==> src/rtl/t1_sig_pkg.sv <==
// Shared constants and carrier types for the T1 transmit signalling and slot control block.
// Assumes one 200 MHz clock; framer timing and the microport are synchronous to it.
package t1_sig_pkg;
   localparam int NUM_CH = 24;
   localparam int HI_PAGE_CHANS = 8;
   localparam int FIFO_DEPTH = 8;
   localparam int BYTE_W = 8;
   // Microport map
   localparam logic [3:0] MSG_PAGE = 4'h1;
   localparam logic [4:0] MSG_ADDR = 5'h18;
   localparam logic [3:0] SIG_PAGE_LO = 4'h5;
   localparam logic [3:0] SIG_PAGE_HI = 4'h6;
   localparam logic [3:0] CTRL_PAGE_LO = 4'h7;
   localparam logic [3:0] CTRL_PAGE_HI = 4'h8;
   localparam logic [4:0] CH_BASE_ADDR = 5'h10;
   localparam logic [4:0] HI_PAGE_FIRST_CH = 5'h10;
   // Reset values
   localparam logic [7:0] CTRL_RESET = 8'h00;
   localparam logic [3:0] SIG_RESET = 4'h0;
   localparam logic [7:0] MSG_RESET = 8'h00;
   localparam logic [14:0] PRBS_SEED = 15'h7FFF;
   // Superframe start and the superframe frames (counted from 0) that carry robbed bits
   localparam logic [4:0] FRAME_SF_START = 5'h00;
   localparam logic [4:0] FRAME_A = 5'h05;
   localparam logic [4:0] FRAME_B = 5'h0B;
   localparam logic [4:0] FRAME_C = 5'h11;
   localparam logic [4:0] FRAME_D = 5'h17;
   // Sent when the backplane FIFO has nothing for the slot
   localparam logic [7:0] IDLE_BYTE = 8'hFF;
   // Digital milliwatt, mu-law, eight samples per cycle
   localparam logic [2:0] MW_LAST = 3'h7;
   localparam logic [63:0] MW_TABLE = 64'h1E0B0B1E9E8B8B9E;

   typedef struct packed {
      logic msg_substitute;
      logic per_slot_invert;
      logic remote_slot_loop;
      logic local_slot_loop;
      logic tx_test_en;
      logic rx_test_en;
      logic sig_source_sel;
      logic no_robbed_bit;
   } slot_ctrl_t;

   typedef struct packed {
      logic strobe;
      logic [4:0] slot;
      logic [4:0] frame;
   } slot_time_t;

   typedef struct packed {
      logic cs;
      logic wr;
      logic rd;
      logic [3:0] page;
      logic [4:0] addr;
      logic [7:0] wdata;
   } host_req_t;
endpackage

==> src/rtl/t1_tx_signalling_slot_ctrl.sv <==
// Per-channel transmit signalling insertion and per-slot control for a T1 framer.
// Assumes the framer gives one slot strobe per DS1 slot with slot and superframe
// frame numbers, and that the microport is synchronous to clock.
`timescale 1ns/1ps

// Summary of operation
// - Signalling words sit at 0x10-0x1F page 5 (ch 1-16), 0x10-0x17 page 6.
// - Source select high takes the channel's signalling from its host register.
// - Source select low takes signalling from the channel's serial input slot.
// - Bit A goes in bit 8 of frame 6, D4 and ESF.
// - Bit B goes in bit 8 of frame 12, D4 and ESF.
// - Bit C goes in bit 8 of frame 18, ESF only.
// - Bit D goes in bit 8 of frame 24, ESF only.
// - Nibble select one uses serial bits 7-4, zero uses bits 3-0.
// - ESF serial signalling sends the four nibble bits in frames 6,12,18,24.
// - D4 serial signalling sends A in frame 6, B in 12; C, D ignored.
// - Slot control words at 0x10-0x1F page 7 (slots 1-16), 0x10-0x17 page 8.
// - Message bit sends the message register instead of backplane data.
// - Inversion bit inverts backplane data to line and line data to backplane.
// - Remote loop sends received slot back out, still shown on backplane.
// - Local loop returns transmit slot to receive side, still transmitted.
// - Transmit test sends milliwatt or PRBS-15 per pattern select.
// - Receive test injects milliwatt on backplane or feeds PRBS detector.
// - Clear-channel bit suppresses robbed-bit signalling in that slot.
module t1_tx_signalling_slot_ctrl (
   input wire logic clock, // 200 MHz system clock
   input wire logic rst_n, // Asynchronous reset, active low
   input wire t1_sig_pkg::host_req_t host_req, // Microport request
   output logic [7:0] host_rdata, // Read data, one cycle after rd
   input wire logic esf_mode, // 1 = ESF 24 frames, 0 = D4 12 frames
   input wire logic serial_nibble_sel, // Serial signalling nibble select
   input wire logic test_pattern_sel, // 1 = milliwatt, 0 = PRBS
   input wire t1_sig_pkg::slot_time_t slot_time, // Slot strobe with slot and frame
   input wire logic [7:0] serial_sig_in, // Serial signalling byte of this slot
   input wire logic [7:0] line_rx_data, // Received DS1 slot byte
   input wire logic backplane_tx_valid, // Backplane transmit byte valid
   output logic backplane_tx_ready, // FIFO has room
   input wire logic [7:0] backplane_tx_in, // Backplane transmit byte
   output logic [7:0] line_tx_data, // DS1 transmit slot byte
   output logic line_tx_valid, // Pulse with line_tx_data
   output logic [7:0] backplane_rx_out, // Backplane receive slot byte
   output logic backplane_rx_valid, // Pulse with backplane_rx_out
   output logic [7:0] prbs_det_data, // Slot byte for PRBS detector
   output logic prbs_det_valid, // Pulse with prbs_det_data
   output logic tx_underrun // Pulse when FIFO empty at a slot
);
   ////////////////////////////////////////////////////////////////////////////////
   // Register storage and decode
   logic [3:0] sig_reg [t1_sig_pkg::NUM_CH];
   t1_sig_pkg::slot_ctrl_t ctrl_reg [t1_sig_pkg::NUM_CH];
   logic [7:0] msg_reg;
   logic [3:0] sig_latch [t1_sig_pkg::NUM_CH];
   logic addr_in_block;
   logic page_is_hi;
   logic [4:0] reg_ch;
   logic ch_ok;
   logic sig_hit;
   logic ctrl_hit;
   logic msg_hit;
   logic [7:0] next_rdata;

   assign page_is_hi = host_req.page == t1_sig_pkg::SIG_PAGE_HI
                       || host_req.page == t1_sig_pkg::CTRL_PAGE_HI;
   assign addr_in_block = host_req.addr[4] == t1_sig_pkg::CH_BASE_ADDR[4];
   assign reg_ch = page_is_hi ? t1_sig_pkg::HI_PAGE_FIRST_CH + {2'b00, host_req.addr[2:0]}
                              : {1'b0, host_req.addr[3:0]};
   assign ch_ok = addr_in_block && !(page_is_hi && host_req.addr[3]);
   assign sig_hit = ch_ok && (host_req.page == t1_sig_pkg::SIG_PAGE_LO
                              || host_req.page == t1_sig_pkg::SIG_PAGE_HI);
   assign ctrl_hit = ch_ok && (host_req.page == t1_sig_pkg::CTRL_PAGE_LO
                               || host_req.page == t1_sig_pkg::CTRL_PAGE_HI);
   assign msg_hit = host_req.page == t1_sig_pkg::MSG_PAGE && host_req.addr == t1_sig_pkg::MSG_ADDR;

   always_comb
   begin
      next_rdata = 8'h00;
      if (sig_hit)
         next_rdata = {4'h0, sig_reg[reg_ch]};
      else if (ctrl_hit)
         next_rdata = ctrl_reg[reg_ch];
      else if (msg_hit)
         next_rdata = msg_reg;
   end

   always_ff @(posedge clock or negedge rst_n)
   begin
      if (!rst_n)
         host_rdata <= 8'h00;
      else if (host_req.cs && host_req.rd)
         host_rdata <= next_rdata;
   end

   always_ff @(posedge clock or negedge rst_n)
   begin
      if (!rst_n)
         msg_reg <= t1_sig_pkg::MSG_RESET;
      else if (host_req.cs && host_req.wr && msg_hit)
         msg_reg <= host_req.wdata;
   end

   ////////////////////////////////////////////////////////////////////////////////
   // Per-channel registers and superframe signalling latch
   logic [3:0] serial_nibble;

   assign serial_nibble = serial_nibble_sel ? serial_sig_in[7:4] : serial_sig_in[3:0];

   generate
      for (genvar ch = 0; ch < t1_sig_pkg::NUM_CH; ch++)
      begin : g_ch
         logic wr_this;
         logic sf_start;
         assign wr_this = host_req.cs && host_req.wr && reg_ch == 5'(ch);
         assign sf_start = slot_time.strobe && slot_time.slot == 5'(ch)
                           && slot_time.frame == t1_sig_pkg::FRAME_SF_START;

         always_ff @(posedge clock or negedge rst_n)
         begin
            if (!rst_n)
               sig_reg[ch] <= t1_sig_pkg::SIG_RESET;
            else if (wr_this && sig_hit)
               sig_reg[ch] <= host_req.wdata[3:0];
         end

         always_ff @(posedge clock or negedge rst_n)
         begin
            if (!rst_n)
               ctrl_reg[ch] <= t1_sig_pkg::CTRL_RESET;
            else if (wr_this && ctrl_hit)
               ctrl_reg[ch] <= host_req.wdata;
         end

         // Sampled only at superframe start so A..D of one superframe never mix two
         // host writes; a change takes effect from the next superframe.
         // once per superframe
         always_ff @(posedge clock or negedge rst_n)
         begin
            if (!rst_n)
               sig_latch[ch] <= t1_sig_pkg::SIG_RESET;
            else if (sf_start)
               sig_latch[ch] <= ctrl_reg[ch].sig_source_sel ? sig_reg[ch] : serial_nibble;
         end
      end
   endgenerate

   ////////////////////////////////////////////////////////////////////////////////
   // Slot data path
   t1_sig_pkg::slot_ctrl_t cur_ctrl;
   logic [3:0] cur_sig;
   logic [4:0] sig_slot;
   logic fifo_valid;
   logic [7:0] fifo_data;
   logic [7:0] mw_byte;
   logic [7:0] prbs_byte;
   logic [7:0] bp_byte;
   logic [7:0] tx_base;
   logic [7:0] next_tx;
   logic [7:0] rx_base;
   logic [7:0] next_rx;
   logic rob_frame;
   logic rob_bit;
   logic frame_start;
   logic prbs_use;

   assign sig_slot = slot_time.slot < 5'(t1_sig_pkg::NUM_CH) ? slot_time.slot : 5'h00;
   assign cur_ctrl = ctrl_reg[sig_slot];
   assign cur_sig = sig_latch[sig_slot];
   assign frame_start = slot_time.strobe && slot_time.slot == 5'h00;
   assign prbs_use = slot_time.strobe && !test_pattern_sel
                     && cur_ctrl.tx_test_en && !cur_ctrl.remote_slot_loop;

   bp_fifo #(
      .WIDTH(t1_sig_pkg::BYTE_W),
      .DEPTH(t1_sig_pkg::FIFO_DEPTH)
   ) u_fifo (
      .clock(clock),
      .rst_n(rst_n),
      .in_valid(backplane_tx_valid),
      .in_ready(backplane_tx_ready),
      .in_data(backplane_tx_in),
      .out_valid(fifo_valid),
      .out_ready(slot_time.strobe),
      .out_data(fifo_data)
   );

   test_pattern_gen u_pattern (
      .clock(clock),
      .rst_n(rst_n),
      .mw_step(frame_start),
      .prbs_step(prbs_use),
      .mw_byte(mw_byte),
      .prbs_byte(prbs_byte)
   );

   // Backplane byte is consumed every slot, used or not, to keep slot alignment
   assign bp_byte = fifo_valid ? fifo_data : t1_sig_pkg::IDLE_BYTE;

   // Robbed-bit position: D4 uses A and B only, ESF all four
   always_comb
   begin
      rob_frame = 1'b0;
      rob_bit = 1'b0;
      case (slot_time.frame)
         t1_sig_pkg::FRAME_A:
         begin
            rob_frame = 1'b1;
            rob_bit = cur_sig[3];
         end
         t1_sig_pkg::FRAME_B:
         begin
            rob_frame = 1'b1;
            rob_bit = cur_sig[2];
         end
         t1_sig_pkg::FRAME_C:
         begin
            rob_frame = esf_mode;
            rob_bit = cur_sig[1];
         end
         t1_sig_pkg::FRAME_D:
         begin
            rob_frame = esf_mode;
            rob_bit = cur_sig[0];
         end
         default:
         begin
            rob_frame = 1'b0;
            rob_bit = 1'b0;
         end
      endcase
   end

   always_comb
   begin
      if (cur_ctrl.remote_slot_loop)
         tx_base = line_rx_data;
      else if (cur_ctrl.tx_test_en)
         tx_base = test_pattern_sel ? mw_byte : prbs_byte;
      else if (cur_ctrl.msg_substitute)
         tx_base = msg_reg;
      else
         tx_base = bp_byte ^ {8{cur_ctrl.per_slot_invert}};
      if (rob_frame && !cur_ctrl.no_robbed_bit)
         next_tx = {tx_base[7:1], rob_bit};
      else
         next_tx = tx_base;
   end

   always_comb
   begin
      rx_base = cur_ctrl.local_slot_loop ? next_tx : line_rx_data;
      if (cur_ctrl.rx_test_en && test_pattern_sel)
         next_rx = mw_byte;
      else
         next_rx = rx_base ^ {8{cur_ctrl.per_slot_invert}};
   end

   always_ff @(posedge clock or negedge rst_n)
   begin
      if (!rst_n)
      begin
         line_tx_data <= 8'h00;
         backplane_rx_out <= 8'h00;
      end
      else if (slot_time.strobe)
      begin
         line_tx_data <= next_tx;
         backplane_rx_out <= next_rx;
      end
   end

   always_ff @(posedge clock or negedge rst_n)
   begin
      if (!rst_n)
      begin
         line_tx_valid <= 1'b0;
         backplane_rx_valid <= 1'b0;
         tx_underrun <= 1'b0;
      end
      else
      begin
         line_tx_valid <= slot_time.strobe;
         backplane_rx_valid <= slot_time.strobe;
         tx_underrun <= slot_time.strobe && !fifo_valid;
      end
   end

   always_ff @(posedge clock or negedge rst_n)
   begin
      if (!rst_n)
      begin
         prbs_det_data <= 8'h00;
         prbs_det_valid <= 1'b0;
      end
      else
      begin
         prbs_det_valid <= slot_time.strobe && cur_ctrl.rx_test_en && !test_pattern_sel;
         if (slot_time.strobe)
            prbs_det_data <= line_rx_data;
      end
   end

   ////////////////////////////////////////////////////////////////////////////////
   // Assertions
   a_unmapped_read: assert property (@(posedge clock) disable iff (!rst_n)
      host_req.cs && host_req.rd && host_req.page == t1_sig_pkg::CTRL_PAGE_HI
      && host_req.addr[4:3] == 2'b11 |=> host_rdata == 8'h00)
      else $error("unmapped address read nonzero");

   a_sig_a_insert: assert property (@(posedge clock) disable iff (!rst_n)
      slot_time.strobe && slot_time.frame == t1_sig_pkg::FRAME_A && !cur_ctrl.no_robbed_bit
      |=> line_tx_data[0] == $past(cur_sig[3]))
      else $error("signalling A missing in frame 6");

   a_sig_b_insert: assert property (@(posedge clock) disable iff (!rst_n)
      slot_time.strobe && slot_time.frame == t1_sig_pkg::FRAME_B && !cur_ctrl.no_robbed_bit
      |=> line_tx_data[0] == $past(cur_sig[2]))
      else $error("signalling B missing in frame 12");

   a_sig_c_esf: assert property (@(posedge clock) disable iff (!rst_n)
      slot_time.strobe && esf_mode && slot_time.frame == t1_sig_pkg::FRAME_C
      && !cur_ctrl.no_robbed_bit |=> line_tx_data[0] == $past(cur_sig[1]))
      else $error("signalling C missing in frame 18");

   a_sig_d_esf: assert property (@(posedge clock) disable iff (!rst_n)
      slot_time.strobe && esf_mode && slot_time.frame == t1_sig_pkg::FRAME_D
      && !cur_ctrl.no_robbed_bit |=> line_tx_data[0] == $past(cur_sig[0]))
      else $error("signalling D missing in frame 24");

   a_msg_slot: assert property (@(posedge clock) disable iff (!rst_n)
      slot_time.strobe && cur_ctrl.msg_substitute && !cur_ctrl.remote_slot_loop
      && !cur_ctrl.tx_test_en && slot_time.frame == t1_sig_pkg::FRAME_SF_START
      ##1 line_tx_valid |-> line_tx_data == msg_reg)
      else $error("message register not sent");

   a_remote_loop: assert property (@(posedge clock) disable iff (!rst_n)
      slot_time.strobe && cur_ctrl.remote_slot_loop && cur_ctrl.no_robbed_bit
      |=> line_tx_data == $past(line_rx_data) && backplane_rx_valid)
      else $error("remote loop data wrong");

   a_local_loop: assert property (@(posedge clock) disable iff (!rst_n)
      slot_time.strobe && cur_ctrl.local_slot_loop && !cur_ctrl.per_slot_invert
      && !cur_ctrl.rx_test_en |=> backplane_rx_out == line_tx_data)
      else $error("local loop data wrong");

   a_sig_host_src: assert property (@(posedge clock) disable iff (!rst_n)
      slot_time.strobe && slot_time.frame == t1_sig_pkg::FRAME_SF_START
      && slot_time.slot == 5'h00 && ctrl_reg[0].sig_source_sel |=> sig_latch[0] == $past(sig_reg[0]))
      else $error("host signalling not latched");
endmodule

==> src/rtl/bp_fifo.sv <==
// Synchronous FIFO for backplane transmit bytes.
// Assumes both sides on the same clock; no pass-through when empty.
`timescale 1ns/1ps
module bp_fifo #(
   parameter int WIDTH = 8,
   parameter int DEPTH = 8
)(
   input wire logic clock, // System clock
   input wire logic rst_n, // Asynchronous reset
   input wire logic in_valid, // Write request
   output logic in_ready, // Not full
   input wire logic [WIDTH-1:0] in_data, // Write data
   output logic out_valid, // Not empty
   input wire logic out_ready, // Read accept
   output logic [WIDTH-1:0] out_data // Head word
);
   localparam int AW = $clog2(DEPTH);
   logic [WIDTH-1:0] mem [DEPTH];
   logic [AW:0] wr_ptr;
   logic [AW:0] rd_ptr;
   logic do_wr;
   logic do_rd;

   assign in_ready = (wr_ptr[AW] == rd_ptr[AW]) || (wr_ptr[AW-1:0] != rd_ptr[AW-1:0]);
   assign out_valid = wr_ptr != rd_ptr;
   assign out_data = mem[rd_ptr[AW-1:0]];
   assign do_wr = in_valid && in_ready;
   assign do_rd = out_valid && out_ready;

   always_ff @(posedge clock)
   begin
      if (do_wr)
         mem[wr_ptr[AW-1:0]] <= in_data;
   end

   always_ff @(posedge clock or negedge rst_n)
   begin
      if (!rst_n)
      begin
         wr_ptr <= '0;
         rd_ptr <= '0;
      end
      else
      begin
         if (do_wr)
            wr_ptr <= wr_ptr + 1'b1;
         if (do_rd)
            rd_ptr <= rd_ptr + 1'b1;
      end
   end
endmodule

==> src/rtl/test_pattern_gen.sv <==
// Test pattern source: digital milliwatt and PRBS 2^15-1, one byte per step.
// Assumes step pulses come from the slot logic on the same clock.
`timescale 1ns/1ps
module test_pattern_gen (
   input wire logic clock, // System clock
   input wire logic rst_n, // Asynchronous reset
   input wire logic mw_step, // Advance milliwatt phase
   input wire logic prbs_step, // Advance PRBS by one byte
   output logic [7:0] mw_byte, // Current milliwatt sample
   output logic [7:0] prbs_byte // Current PRBS byte
);
   logic [2:0] mw_phase;
   logic [14:0] lfsr;
   logic [14:0] next_lfsr;

   assign mw_byte = t1_sig_pkg::MW_TABLE[63 - 8 * mw_phase -: 8];
   assign prbs_byte = lfsr[14:7];

   // x^15 + x^14 + 1, eight shifts per byte
   always_comb
   begin
      next_lfsr = lfsr;
      for (int i = 0; i < 8; i++)
         next_lfsr = {next_lfsr[13:0], next_lfsr[14] ^ next_lfsr[13]};
   end

   always_ff @(posedge clock or negedge rst_n)
   begin
      if (!rst_n)
         mw_phase <= 3'h0;
      else if (mw_step)
         mw_phase <= (mw_phase == t1_sig_pkg::MW_LAST) ? 3'h0 : mw_phase + 3'h1;
   end

   always_ff @(posedge clock or negedge rst_n)
   begin
      if (!rst_n)
         lfsr <= t1_sig_pkg::PRBS_SEED;
      else if (prbs_step)
         lfsr <= next_lfsr;
   end
endmodule

==> config.mk <==
export PLATFORM = sky130hd
export DESIGN_NAME = t1_tx_signalling_slot_ctrl
export DESIGN_NICKNAME = d
export VERILOG_FILES = /design/src/rtl/t1_sig_pkg.sv /design/src/rtl/t1_tx_signalling_slot_ctrl.sv /design/src/rtl/bp_fifo.sv /design/src/rtl/test_pattern_gen.sv
export SDC_FILE = /design/constraint.sdc
export NUM_CORES = 1
export LEC_CHECK = 0
export ABC_AREA = 1
export BUFFER_PORTS_ARGS = -buffer_cell sky130_fd_sc_hd__buf_2
export CORE_ASPECT_RATIO = 0.75
export CORE_MARGIN = 3
export CORE_UTILIZATION = 65
export DETAILED_ROUTE_END_ITERATION = 7
export HOLD_SLACK_MARGIN = 0.06
export PLACE_DENSITY = 0.83
export REMOVE_ABC_BUFFERS = 1
export SYNTH_ARGS = -nofsm -noshare
export SYNTH_HDL_FRONTEND = slang
export SYNTH_HIERARCHICAL = 1
export SYNTH_SLANG_ARGS = --single-unit
==> constraint.sdc <==
create_clock -name clock -period 4 [get_ports clock]
set_input_delay 0.4 -clock clock [delete_from_list [all_inputs] [get_ports clock]]
set_output_delay 0.4 -clock clock [all_outputs]
set_load 0.01 [all_outputs]
# Word level (Yosys, flattened, before mapping)
# Memory sizes are Yosys's and may differ from the RTL's.
# Cells that the tools add are included.
dict set report word_totals {
  word_cells 541
  ram_bits 64
  mem_count 1
  regBits 453
}
dict set report op_classes {
  reduce_logical 152
  n_addsub 5
  n_shift 1
  n_bitwise 12
  mux 55
  order_cmp 3
  eq_ne 60
}
# memory depth word_bits rd rd_clocked_by_memory_dff write_ports line
set mem_list {}
lappend mem_list {u_fifo.mem 8 8 1 0 1 bp_fifo.sv:18} ;# logic [WIDTH-1:0] mem [DEPTH];
# cell n
set ops {}
lappend ops {{$logic_and 1x1->1} 138}
lappend ops {{$mux 4} 29}
lappend ops {{$mux 8} 14}
lappend ops {{$eq 5x5->1 const B} 19}
lappend ops {{$eq 5x4->1 const B} 17}
lappend ops {{$bmux 8 s5} 2}
lappend ops {{$shiftx 71x33->8 const A} 1}
lappend ops {{$eq 5x3->1 const B} 9}
lappend ops {{$bmux 4 s5} 2}
lappend ops {{$eq 5x2->1 const B} 4}
lappend ops {{$xor 8x8->8} 2}
lappend ops {{$logic_not 5->1} 3}
lappend ops {{$eq 4x3->1 const B} 3}
lappend ops {{$ge 6x6->1 const B} 2}
lappend ops {{$not 5->6} 2}
lappend ops {{$eq 5x1->1 const B} 2}
lappend ops {{$mux 5} 2}
lappend ops {{$add 4x1->4 const B} 2}
lappend ops {{$xor 1x1->1} 8}
lappend ops {{$sub 6x6->7 const A} 1}
lappend ops {{$add 5x3->5 const A} 1}
lappend ops {{$logic_not 1->1} 5}
lappend ops {{$lt 5x5->1 const B} 1}
lappend ops {{$eq 4x1->1 const B} 1}
lappend ops {{other kinds (12)} 18}

# Logic depth before layout (Yosys ltp)
# Gate-level depths: netlist (run 1).
dict set report logic_depth {
  word_depth 14
  mapped_depth 23
  depth_no_buf 21
}

# Cells and area by module
# The synthesis (run 1) kept the hierarchy.
# module n_inst area_per_inst_um2 cells_per_inst
set by_module_without_submodules {}
lappend by_module_without_submodules {t1_tx_signalling_slot_ctrl 1 22360.2 2929}
lappend by_module_without_submodules {bp_fifo 1 3046.7 265}
lappend by_module_without_submodules {test_pattern_gen 1 929.6 112}

# Least setup slack after synthesis (run 1)
# No wires, ideal clock.
dict set report synth_path {
  kind {input to register}
  start {input port slot_time[8] (netlist bit)}
  end {register u_pattern.lfsr[0]}
  setup_slack_ns 1.359
  t_arrival_ns 2.565
  n_path_buf 4
  stages 16
  required_ns 3.924
  path_cell_list {buf_2 nand2_4 nand2_8 buf_8 buf_6 o211ai_2 nand3_1 nand3_1 nand2_1 nand2_1 nand2_2 buf_4 nor4_1 inv_1 nand2_1 nand2_1}
}
dict set report synth_via {
  elab_chain_len 8
}
# element line
set synth_rtl {}
lappend synth_rtl {{start: declaration} t1_tx_signalling_slot_ctrl.sv:33} ;# input wire t1_sig_pkg::slot_time_t slot_time,
lappend synth_rtl {{$lt 5x5->1} t1_tx_signalling_slot_ctrl.sv:164} ;# assign sig_slot = slot_time.slot < 5'(t1_sig_pkg::NUM_CH) ? slot_time.slot : 5'h00;
lappend synth_rtl {{$mux 5 *} t1_tx_signalling_slot_ctrl.sv:164}
lappend synth_rtl {{$not 5->6 (implied by the code) *} t1_tx_signalling_slot_ctrl.sv:165} ;# assign cur_ctrl = ctrl_reg[sig_slot];
lappend synth_rtl {{$bmux 8 s5 *} t1_tx_signalling_slot_ctrl.sv:165}
lappend synth_rtl {{$mux 8 (implied by the code) * (2 in series)} t1_tx_signalling_slot_ctrl.sv:165}
lappend synth_rtl {{$logic_and 1x1->1 / $logic_not 1->1 (equally long branches)} t1_tx_signalling_slot_ctrl.sv:169} ;# && cur_ctrl.tx_test_en && !cur_ctrl.remote_slot_loop;
lappend synth_rtl {{$logic_and 1x1->1 *} t1_tx_signalling_slot_ctrl.sv:169}
lappend synth_rtl {{net prbs_use} t1_tx_signalling_slot_ctrl.sv:162} ;# logic prbs_use;
lappend synth_rtl {{end signal: assignment} test_pattern_gen.sv:38} ;# lfsr <= t1_sig_pkg::PRBS_SEED;
lappend synth_rtl {{end signal: assignment} test_pattern_gen.sv:40} ;# lfsr <= next_lfsr;
lappend synth_rtl {{end: declaration} test_pattern_gen.sv:13} ;# logic [14:0] lfsr;
# Mark *: on every way through the listed nets, which the timed path passes. The rest lies on a longest branch. The select of a mux whose other input is x is not followed.
# A chain may end at the register's enable or synchronous reset.

# Final worst setup path (run 1)
dict set report layout_path {
  start {input port slot_time[8] (netlist bit)}
  end {register backplane_rx_out[4]}
}
dict set report layout_via {
  elab_chain_len 13
}
# element line
set layout_rtl {}
lappend layout_rtl {{$lt 5x5->1} t1_tx_signalling_slot_ctrl.sv:164}
lappend layout_rtl {{$mux 5 *} t1_tx_signalling_slot_ctrl.sv:164}
lappend layout_rtl {{$not 5->6 (implied by the code) *} t1_tx_signalling_slot_ctrl.sv:165}
lappend layout_rtl {{$bmux 8 s5 *} t1_tx_signalling_slot_ctrl.sv:165}
lappend layout_rtl {{$mux 8 (implied by the code) * (2 in series)} t1_tx_signalling_slot_ctrl.sv:165}
lappend layout_rtl {{$xor 8x8->8} t1_tx_signalling_slot_ctrl.sv:240} ;# tx_base = bp_byte ^ {8{cur_ctrl.per_slot_invert}};
lappend layout_rtl {{$mux 8} t1_tx_signalling_slot_ctrl.sv:237} ;# else if (cur_ctrl.msg_substitute)
lappend layout_rtl {{$mux 8} t1_tx_signalling_slot_ctrl.sv:235} ;# else if (cur_ctrl.tx_test_en)
lappend layout_rtl {{$mux 8} t1_tx_signalling_slot_ctrl.sv:233} ;# if (cur_ctrl.remote_slot_loop)
lappend layout_rtl {{$mux 8} t1_tx_signalling_slot_ctrl.sv:249} ;# rx_base = cur_ctrl.local_slot_loop ? next_tx : line_rx_data;
lappend layout_rtl {{$xor 8x8->8} t1_tx_signalling_slot_ctrl.sv:253} ;# next_rx = rx_base ^ {8{cur_ctrl.per_slot_invert}};
lappend layout_rtl {{$mux 8 *} t1_tx_signalling_slot_ctrl.sv:250} ;# if (cur_ctrl.rx_test_en && test_pattern_sel)
lappend layout_rtl {{end signal: assignment} t1_tx_signalling_slot_ctrl.sv:266} ;# backplane_rx_out <= next_rx;
lappend layout_rtl {{end: declaration} t1_tx_signalling_slot_ctrl.sv:41} ;# output logic [7:0] backplane_rx_out,
# Every way passes the cells marked *; elsewhere a longest branch is shown, timed or not. The select of a mux whose other input is x is not followed.

==> results of run 1 <==
-- power breakdown --
part | switching (mW) | internal, mW | total [mW] | leakage (nW)
clock | 2.05 | 2.69 | 4.74 | 0.795
combinational | 1.87 | 0.767 | 2.63 | 5.49
sequential | 0.270 | 5.73 | 6.00 | 6.58
total | 4.19 | 9.18 | 13.4 | 12.9
-- Yosys cell counts, drive strengths merged, types with 2 or more instances --
cell	number
o21ai	600
nand4	9
dfstp	15
mux2i	4
a21oi	57
xor2	3
o22a	3
clkbuf	101
a221oi	26
nor2	157
conb	2
nand2	1060
ha	4
o221ai	19
clkinv	7
o32ai	7
or2	4
edfxtp	64
o21a	2
buf	93
nand3	259
nand3b	5
o22ai	81
o311ai	2
xnor2	4
o211ai	13
nor3	7
a31oi	11
a2bb2oi	2
a22o	5
nor4	9
inv	191
dfrtp	438
a22oi	35
-- cells by family (layout without fill, tap and decap cells) --
logic type | count (synthesis) | after routing | synth area share (%)
flops | 517 | 517 | 50.41
other cells | 2 | 6 | 0.02852
xor+xnor | 7 | 7 | 0.2328
fa+ha+maj | 4 | 4 | 0.1900
simple gates | 1512 | 1512 | 23.51
mux | 4 | 4 | 0.1520
compound gates | 868 | 868 | 18.61
buf+inv | 392 | 444 | 6.865
-- metrics by stage --
stage / setup WS, ps / hold WS [ps]
after global routing: 880.7 / 90.22
after global placement: 755.5 / 372.9
after floorplan: -236.3 / 104.4
after CTS: 1204 / 73.34
final: 1057 / 89.69
after detailed placement: 638.1 / 373.8
-- worst max-delay path by stage --
stage | start | to | slack [ps] | depth (start not counted)
floorplan | slot_time[9] | u_pattern/lfsr[0] | -240 | 14
global placement | slot_time[9] | u_pattern/lfsr[5] | 760 | 15
detailed placement | slot_time[8] | u_pattern/lfsr[2] | 640 | 15
CTS | u_fifo/rd_ptr[2] | backplane_rx_out[0] | 1200 | 20
global route | slot_time[8] | backplane_rx_out[3] | 880 | 20
finish | slot_time[8] | backplane_rx_out[4] | 1060 | 20
-- layout make-up --
class	instances	area (µm²)	area share, %
Tap cell	520	650.6	2.278
Antenna cell	2	5.005	0.01752
Multi-Input combinational cell	2399	11290	39.53
Sequential cell	517	13280	46.48
Timing Repair Buffer	157	973.4	3.408
Clock inverter	13	127.6	0.4468
Clock buffer	76	1490	5.218
Inverter	198	747.0	2.615
-- metal layers --
layer / share of wire (%) / global-route usage (%) / vias up
met1: 39 / 54.55 / 11705
met5: 0 / 0 / -
li1: - / - / 11197
met3: 13 / 10.62 / 332
met4: 5.0 / 17.48 / 0
met2: 43 / 57.22 / 1864
-- worst register-to-register path, cell delays in order (launching register included) --
cell and delay [ps]:
dfrtp_1 720, inv_2 250, nand2_1 130, nand2_2 100
inv_2 60, nor2_1 40, nand2_2 160, inv_1 170
nor2_1 250, inv_1 70, nand3_1 80, nand3_1 90
nand2_1 90, nand2_1 60, nand2_1 80, nand3_1 90
nand2_1 90, nand2_1 40, nand2_1 70, nand2_1 60
a21oi_2 130
==> qor.yml, run 1 <==
peakVddDrop_mv: 0.3285
ant_nets: 0
mostFrequentLayoutCells: "1044 x nand2_1, 584 x o21ai_0, 438 x dfrtp_1"
fp.dieH_um: 180.3
clkLatencyLatePin_ps: 590
min_path_type: "input pin to flip-flop"
drt-pass1-iter-count: 8
cp_num_buf_inv: 2
drv_slew: 0
gp_congestion: 1.016
core_mm2: 0.03973
min-delay-start: "backplane_tx_in[4]"
setup_viol: 0
clkTransAtPathRegs_ps: 60
max_stage_delay_ps: 500
min_period_ps: 2943
row_count: 63
grt_pass1_wl_um: 131400
synth_flop_cell: "dfrtp_1"
ys_seq_area_share_pct: 50.41
tns_ps: 0
placed_area_mm2: 0.02693
nets: 3387
cp_max_fo: 47
boundaryPins: 98
cp_common_cell: "nand2_1"
routed_wl_um: 84640
maxCapViolCount: 0
drive_gt1_share_pct: 9.018
cts_made_buffers: 49
hold_buffers: 1
max_freq_mhz: 339.8
start_kind: "input pin"
cp_data_required_time_ps: 4480
hpwlAfterDp_um: 57720
crit_chain: "buf_2 > nand2_4 > nand2_8 > buf_4 > nand2_1 > nand3_1 > nand3_1 > nand3_1 > nand3_1 > nand2_2 > xnor2_1 > nand2_1 > nand2_1 > nand2_1 > nand3_1 > nand2_1 > nand2_1 > nand3_1 > nand2_1 > nand2_1"
grt_pass1_vias: 23717
die_x_um: 238.4
drt_iter0_drc: 3400
relSlewSlack_pct: 36.20
holdPathEnd: "u_fifo/mem[1][4]"
power_density_mw_per_mm2: 468.2
grt_overflow: 0
h-tree-depth: 2
cellLeakagePower_nw: 12.86
synth_area_mm2: 0.02634
vias_per_cell: 6.465
r2r.worst_path.cells: 20
clk_path_buf_depth: 3
largest_register_ffs: 192
grtUsageTotal_pct: 38.93
worst_slew_pin_slew_ps: 953.6
r2r-end: "backplane_rx_out[0]"
crit_slowest_cell: "buf_4"
ys_types: 64
syn_to_final_growth_pct: 8.447
cts_tree: "yes"
grt_max_degree: 110
r2r_setup_slack_ps: 1130
power_mw: 13.37
wl_per_cell_um: 21.80
crit_arrival_ps: 3420
nFillCells: 3092
finalHoldViolations: 0
layout.cells.non_filler: 3882
cts.repair.resized: 0
ys.warnings.count: 6
root_buffer: "clkbuf_16"
violations: "DRC"
ys_ff_latch: 517
final_area_mm2: 0.02856
reg2reg_from: "u_fifo/rd_ptr[2]"
syn_inst: 3306
routed-via-count: 25098
initial_core_util_pct: 66.29
synth_area_leaders: "dfrtp_1 42%, nand2_1 15%, o21ai_0 11%"
synth_edf_count: 64
fin_crit_sh_pct: 73.58
final_util_pct: 71.89
status: "finished with violations"
port_buffers: 97
placedCellCount: 3790
drc_errors: 7
hold_path_depth: 1
clock-sinks: 517
rsz0062_at_grt: "no"
postCtsSetupBuffers: 0
cp_top_family: "simple AND/OR/NAND/NOR gates"
synth_area_per_cell_um2: 7.966
dieArea_mm2: 0.04299
antenna_found_initial: 3
async_flop_share_pct: 87.62
crit_type: "input pin to flip-flop"
final_common_cell: "nand2_1"
finClkSkew_ps: 24.01
yosysTopAreaCellShare_pct: 41.62
yosysTopAreaCell: "dfrtp_1"
end_kind: "flip-flop"
Note: power is estimated with default switching activity, not from simulation.
==> run 2, diff against run 1 <==
CORE_UTILIZATION = 57   (was 65)
PLACE_DENSITY = 0.77   (was 0.83)
clock period = 2.5 ns   (was 4 ns; I/O delays follow)
==> qor.yml, run 2 (synthesis results as in run 1) <==
drt_iter0_drc: 3152  # was 3400
postCtsSetupBuffers: 0  # unchanged
worst_slew_pin_slew_ps: 1023  # was 953.6 ps
dieArea_mm2: 0.04885  # was 0.04299 mm²
finClkSkew_ps: 26.83  # was 24.01 ps
port_buffers: 97  # unchanged
grt_pass1_wl_um: 137100  # was 131400 µm
clock-sinks: 517  # unchanged
cellLeakagePower_nw: 13.88  # was 12.86 nW
core_mm2: 0.04518  # was 0.03973 mm²
syn_to_final_growth_pct: 16.03  # was 8.447%
drive_gt1_share_pct: 13.23  # was 9.018%
grt_max_degree: 73  # was 110
crit_arrival_ps: 2760  # was 3420 ps
start_kind: "flip-flop"  # was input pin
clkLatencyLatePin_ps: 610  # was 590 ps
setup_viol: 0  # unchanged
grt_pass1_vias: 24274  # was 23717
clk_path_buf_depth: 3  # unchanged
row_count: 67  # was 63
cp_max_fo: 20  # was 47
rsz0062_at_grt: "no"  # unchanged
status: "complete, no violations"  # was finished with violations
end_kind: "flip-flop"  # unchanged
hpwlAfterDp_um: 62160  # was 57720 µm
min_path_type: "input pin to flip-flop"  # unchanged
cts_tree: "yes"  # unchanged
largest_register_ffs: 192  # unchanged
root_buffer: "clkbuf_16"  # unchanged
routed-via-count: 25483  # was 25098
boundaryPins: 98  # unchanged
relSlewSlack_pct: 31.55  # was 36.20%
max_freq_mhz: 440.5
final_common_cell: "nand2_1"  # unchanged
power_mw: 22.32  # was 13.37 mW
cts_made_buffers: 50  # was 49
gp_congestion: 0.9537  # was 1.016
mostFrequentLayoutCells: "1044 x nand2_1, 583 x o21ai_0, 435 x dfrtp_1"  # was 1044 x nand2_1, 584 x o21ai_0, 438 x dfrtp_1
peakVddDrop_mv: 0.6193  # was 0.3285 mV
grt_overflow: 0  # unchanged
initial_core_util_pct: 58.29  # was 66.29%
finalHoldViolations: 0  # unchanged
placed_area_mm2: 0.02862  # was 0.02693 mm²
maxCapViolCount: 0  # unchanged
min_period_ps: 2270
fin_crit_sh_pct: 90.80
antenna_found_initial: 0  # was 3
crit_type: "flip-flop to flip-flop"  # was input pin to flip-flop
vias_per_cell: 6.170  # was 6.465
ant_nets: 0  # unchanged
wl_per_cell_um: 21.32  # was 21.80 µm
drc_errors: 0  # was 7
nets: 3567  # was 3387
power_density_mw_per_mm2: 730.3  # was 468.2 mW/mm²
fp.dieH_um: 192.2  # was 180.3 µm
h-tree-depth: 2  # unchanged
die_x_um: 254.2  # was 238.4 µm
nFillCells: 3658  # was 3092
routed_wl_um: 88060  # was 84640 µm
n_antenna_cell: 0  # was 2
clkTransAtPathRegs_ps: 60  # about the same
final_area_mm2: 0.03056  # was 0.02856 mm²
drv_slew: 0  # unchanged
cp_data_required_time_ps: 2990  # was 4480 ps
grtUsageTotal_pct: 36.41  # was 38.93%
drt-pass1-iter-count: 8  # unchanged
-- run 2: area by class of cell --
cell class / count / area, µm² / share of cell area [%]
clock inverters: 24 / 210.2 / 0.6879
clock buffers: 70 / 1436 / 4.700
repair buffers: 336 / 2853 / 9.335
inverters: 198 / 754.5 / 2.469
flip-flops and latches: 517 / 13280 / 43.46
multi-input cells: 2399 / 11290 / 36.95
well taps: 586 / 733.2 / 2.399
-- run 2: worst max-delay path: stages, from the launching register on --
cell and delay [ps]:
dfrtp_2 470, inv_8 130, buf_12 160, o21ai_0 90, o22ai_1 170, nand2_1 100
nand2_1 110, nor2_1 60, buf_4 150, xnor2_1 150, nand2_1 70, nand2_1 60
nand2_1 60, nand3_1 90, nand2_1 60, nand2_1 50, nand3_1 60, nand2_1 60
nand2_1 40
-- run 2: worst paths after layout --
path,startpoint,endpoint,slack [ps],cells after the start
setup / recovery,u_fifo/rd_ptr[0],backplane_rx_out[7],230,18
hold / removal,host_req[17],host_rdata[3],120,5
setup reg to reg,u_fifo/rd_ptr[0],backplane_rx_out[7],230,18
hold reg to reg,u_pattern/lfsr[3],u_pattern/lfsr[3],470,2
max in group asynchronous,rst_n,u_pattern/lfsr[11],1400,3
min in group asynchronous,rst_n,sig_latch[45],210,2
-- run 2: report_power, final --
group          switching, mW  internal, mW  total [mW]  leakage [nW]
Clock                   3.41          4.25        7.66         0.799
Combinational           3.24          1.83        5.07          6.51
Sequential             0.417          9.17        9.59          6.58
-- run 2: layer usage --
metal / part of all wire [%] / global-route usage, % / up-vias
met4: 4.6 / 16.68 / 0
li1: - / - / 11565
met3: 12 / 8.244 / 259
met1: 41 / 52.52 / 12048
met5: 0 / 0 / -
met2: 42 / 52.53 / 1611
-- run 2: timing repair --
| item | CTS | global route |
|---|---|---|
| hold buffers | 27 | 0 |
| gates resized for setup | 0 | 12 |
| endpoints found under the setup margin | 0 | 7 |
| endpoints found under the hold margin | 173 | 0 |
-- run 2: stage by stage --
stage / instances / hold slack [ps] / worst slack (ps) / setup TNS [ps] / utilization (%)
2_1_floorplan: 3114 / -45.59 / -1586 / -52950 / -
3_3_place_gp: 4009 / 267.0 / -180.8 / -329.5 / 63.35
3_5_place_dp: 4009 / 272.8 / -215.1 / -894.2 / 63.35
4_1_cts: 4130 / 92.46 / 162.1 / 0 / 67.59
5_1_grt: 4130 / 119.4 / 2.047 / 0 / 67.63
6_report: 4130 / 122.9 / 230.0 / 0 / 67.63
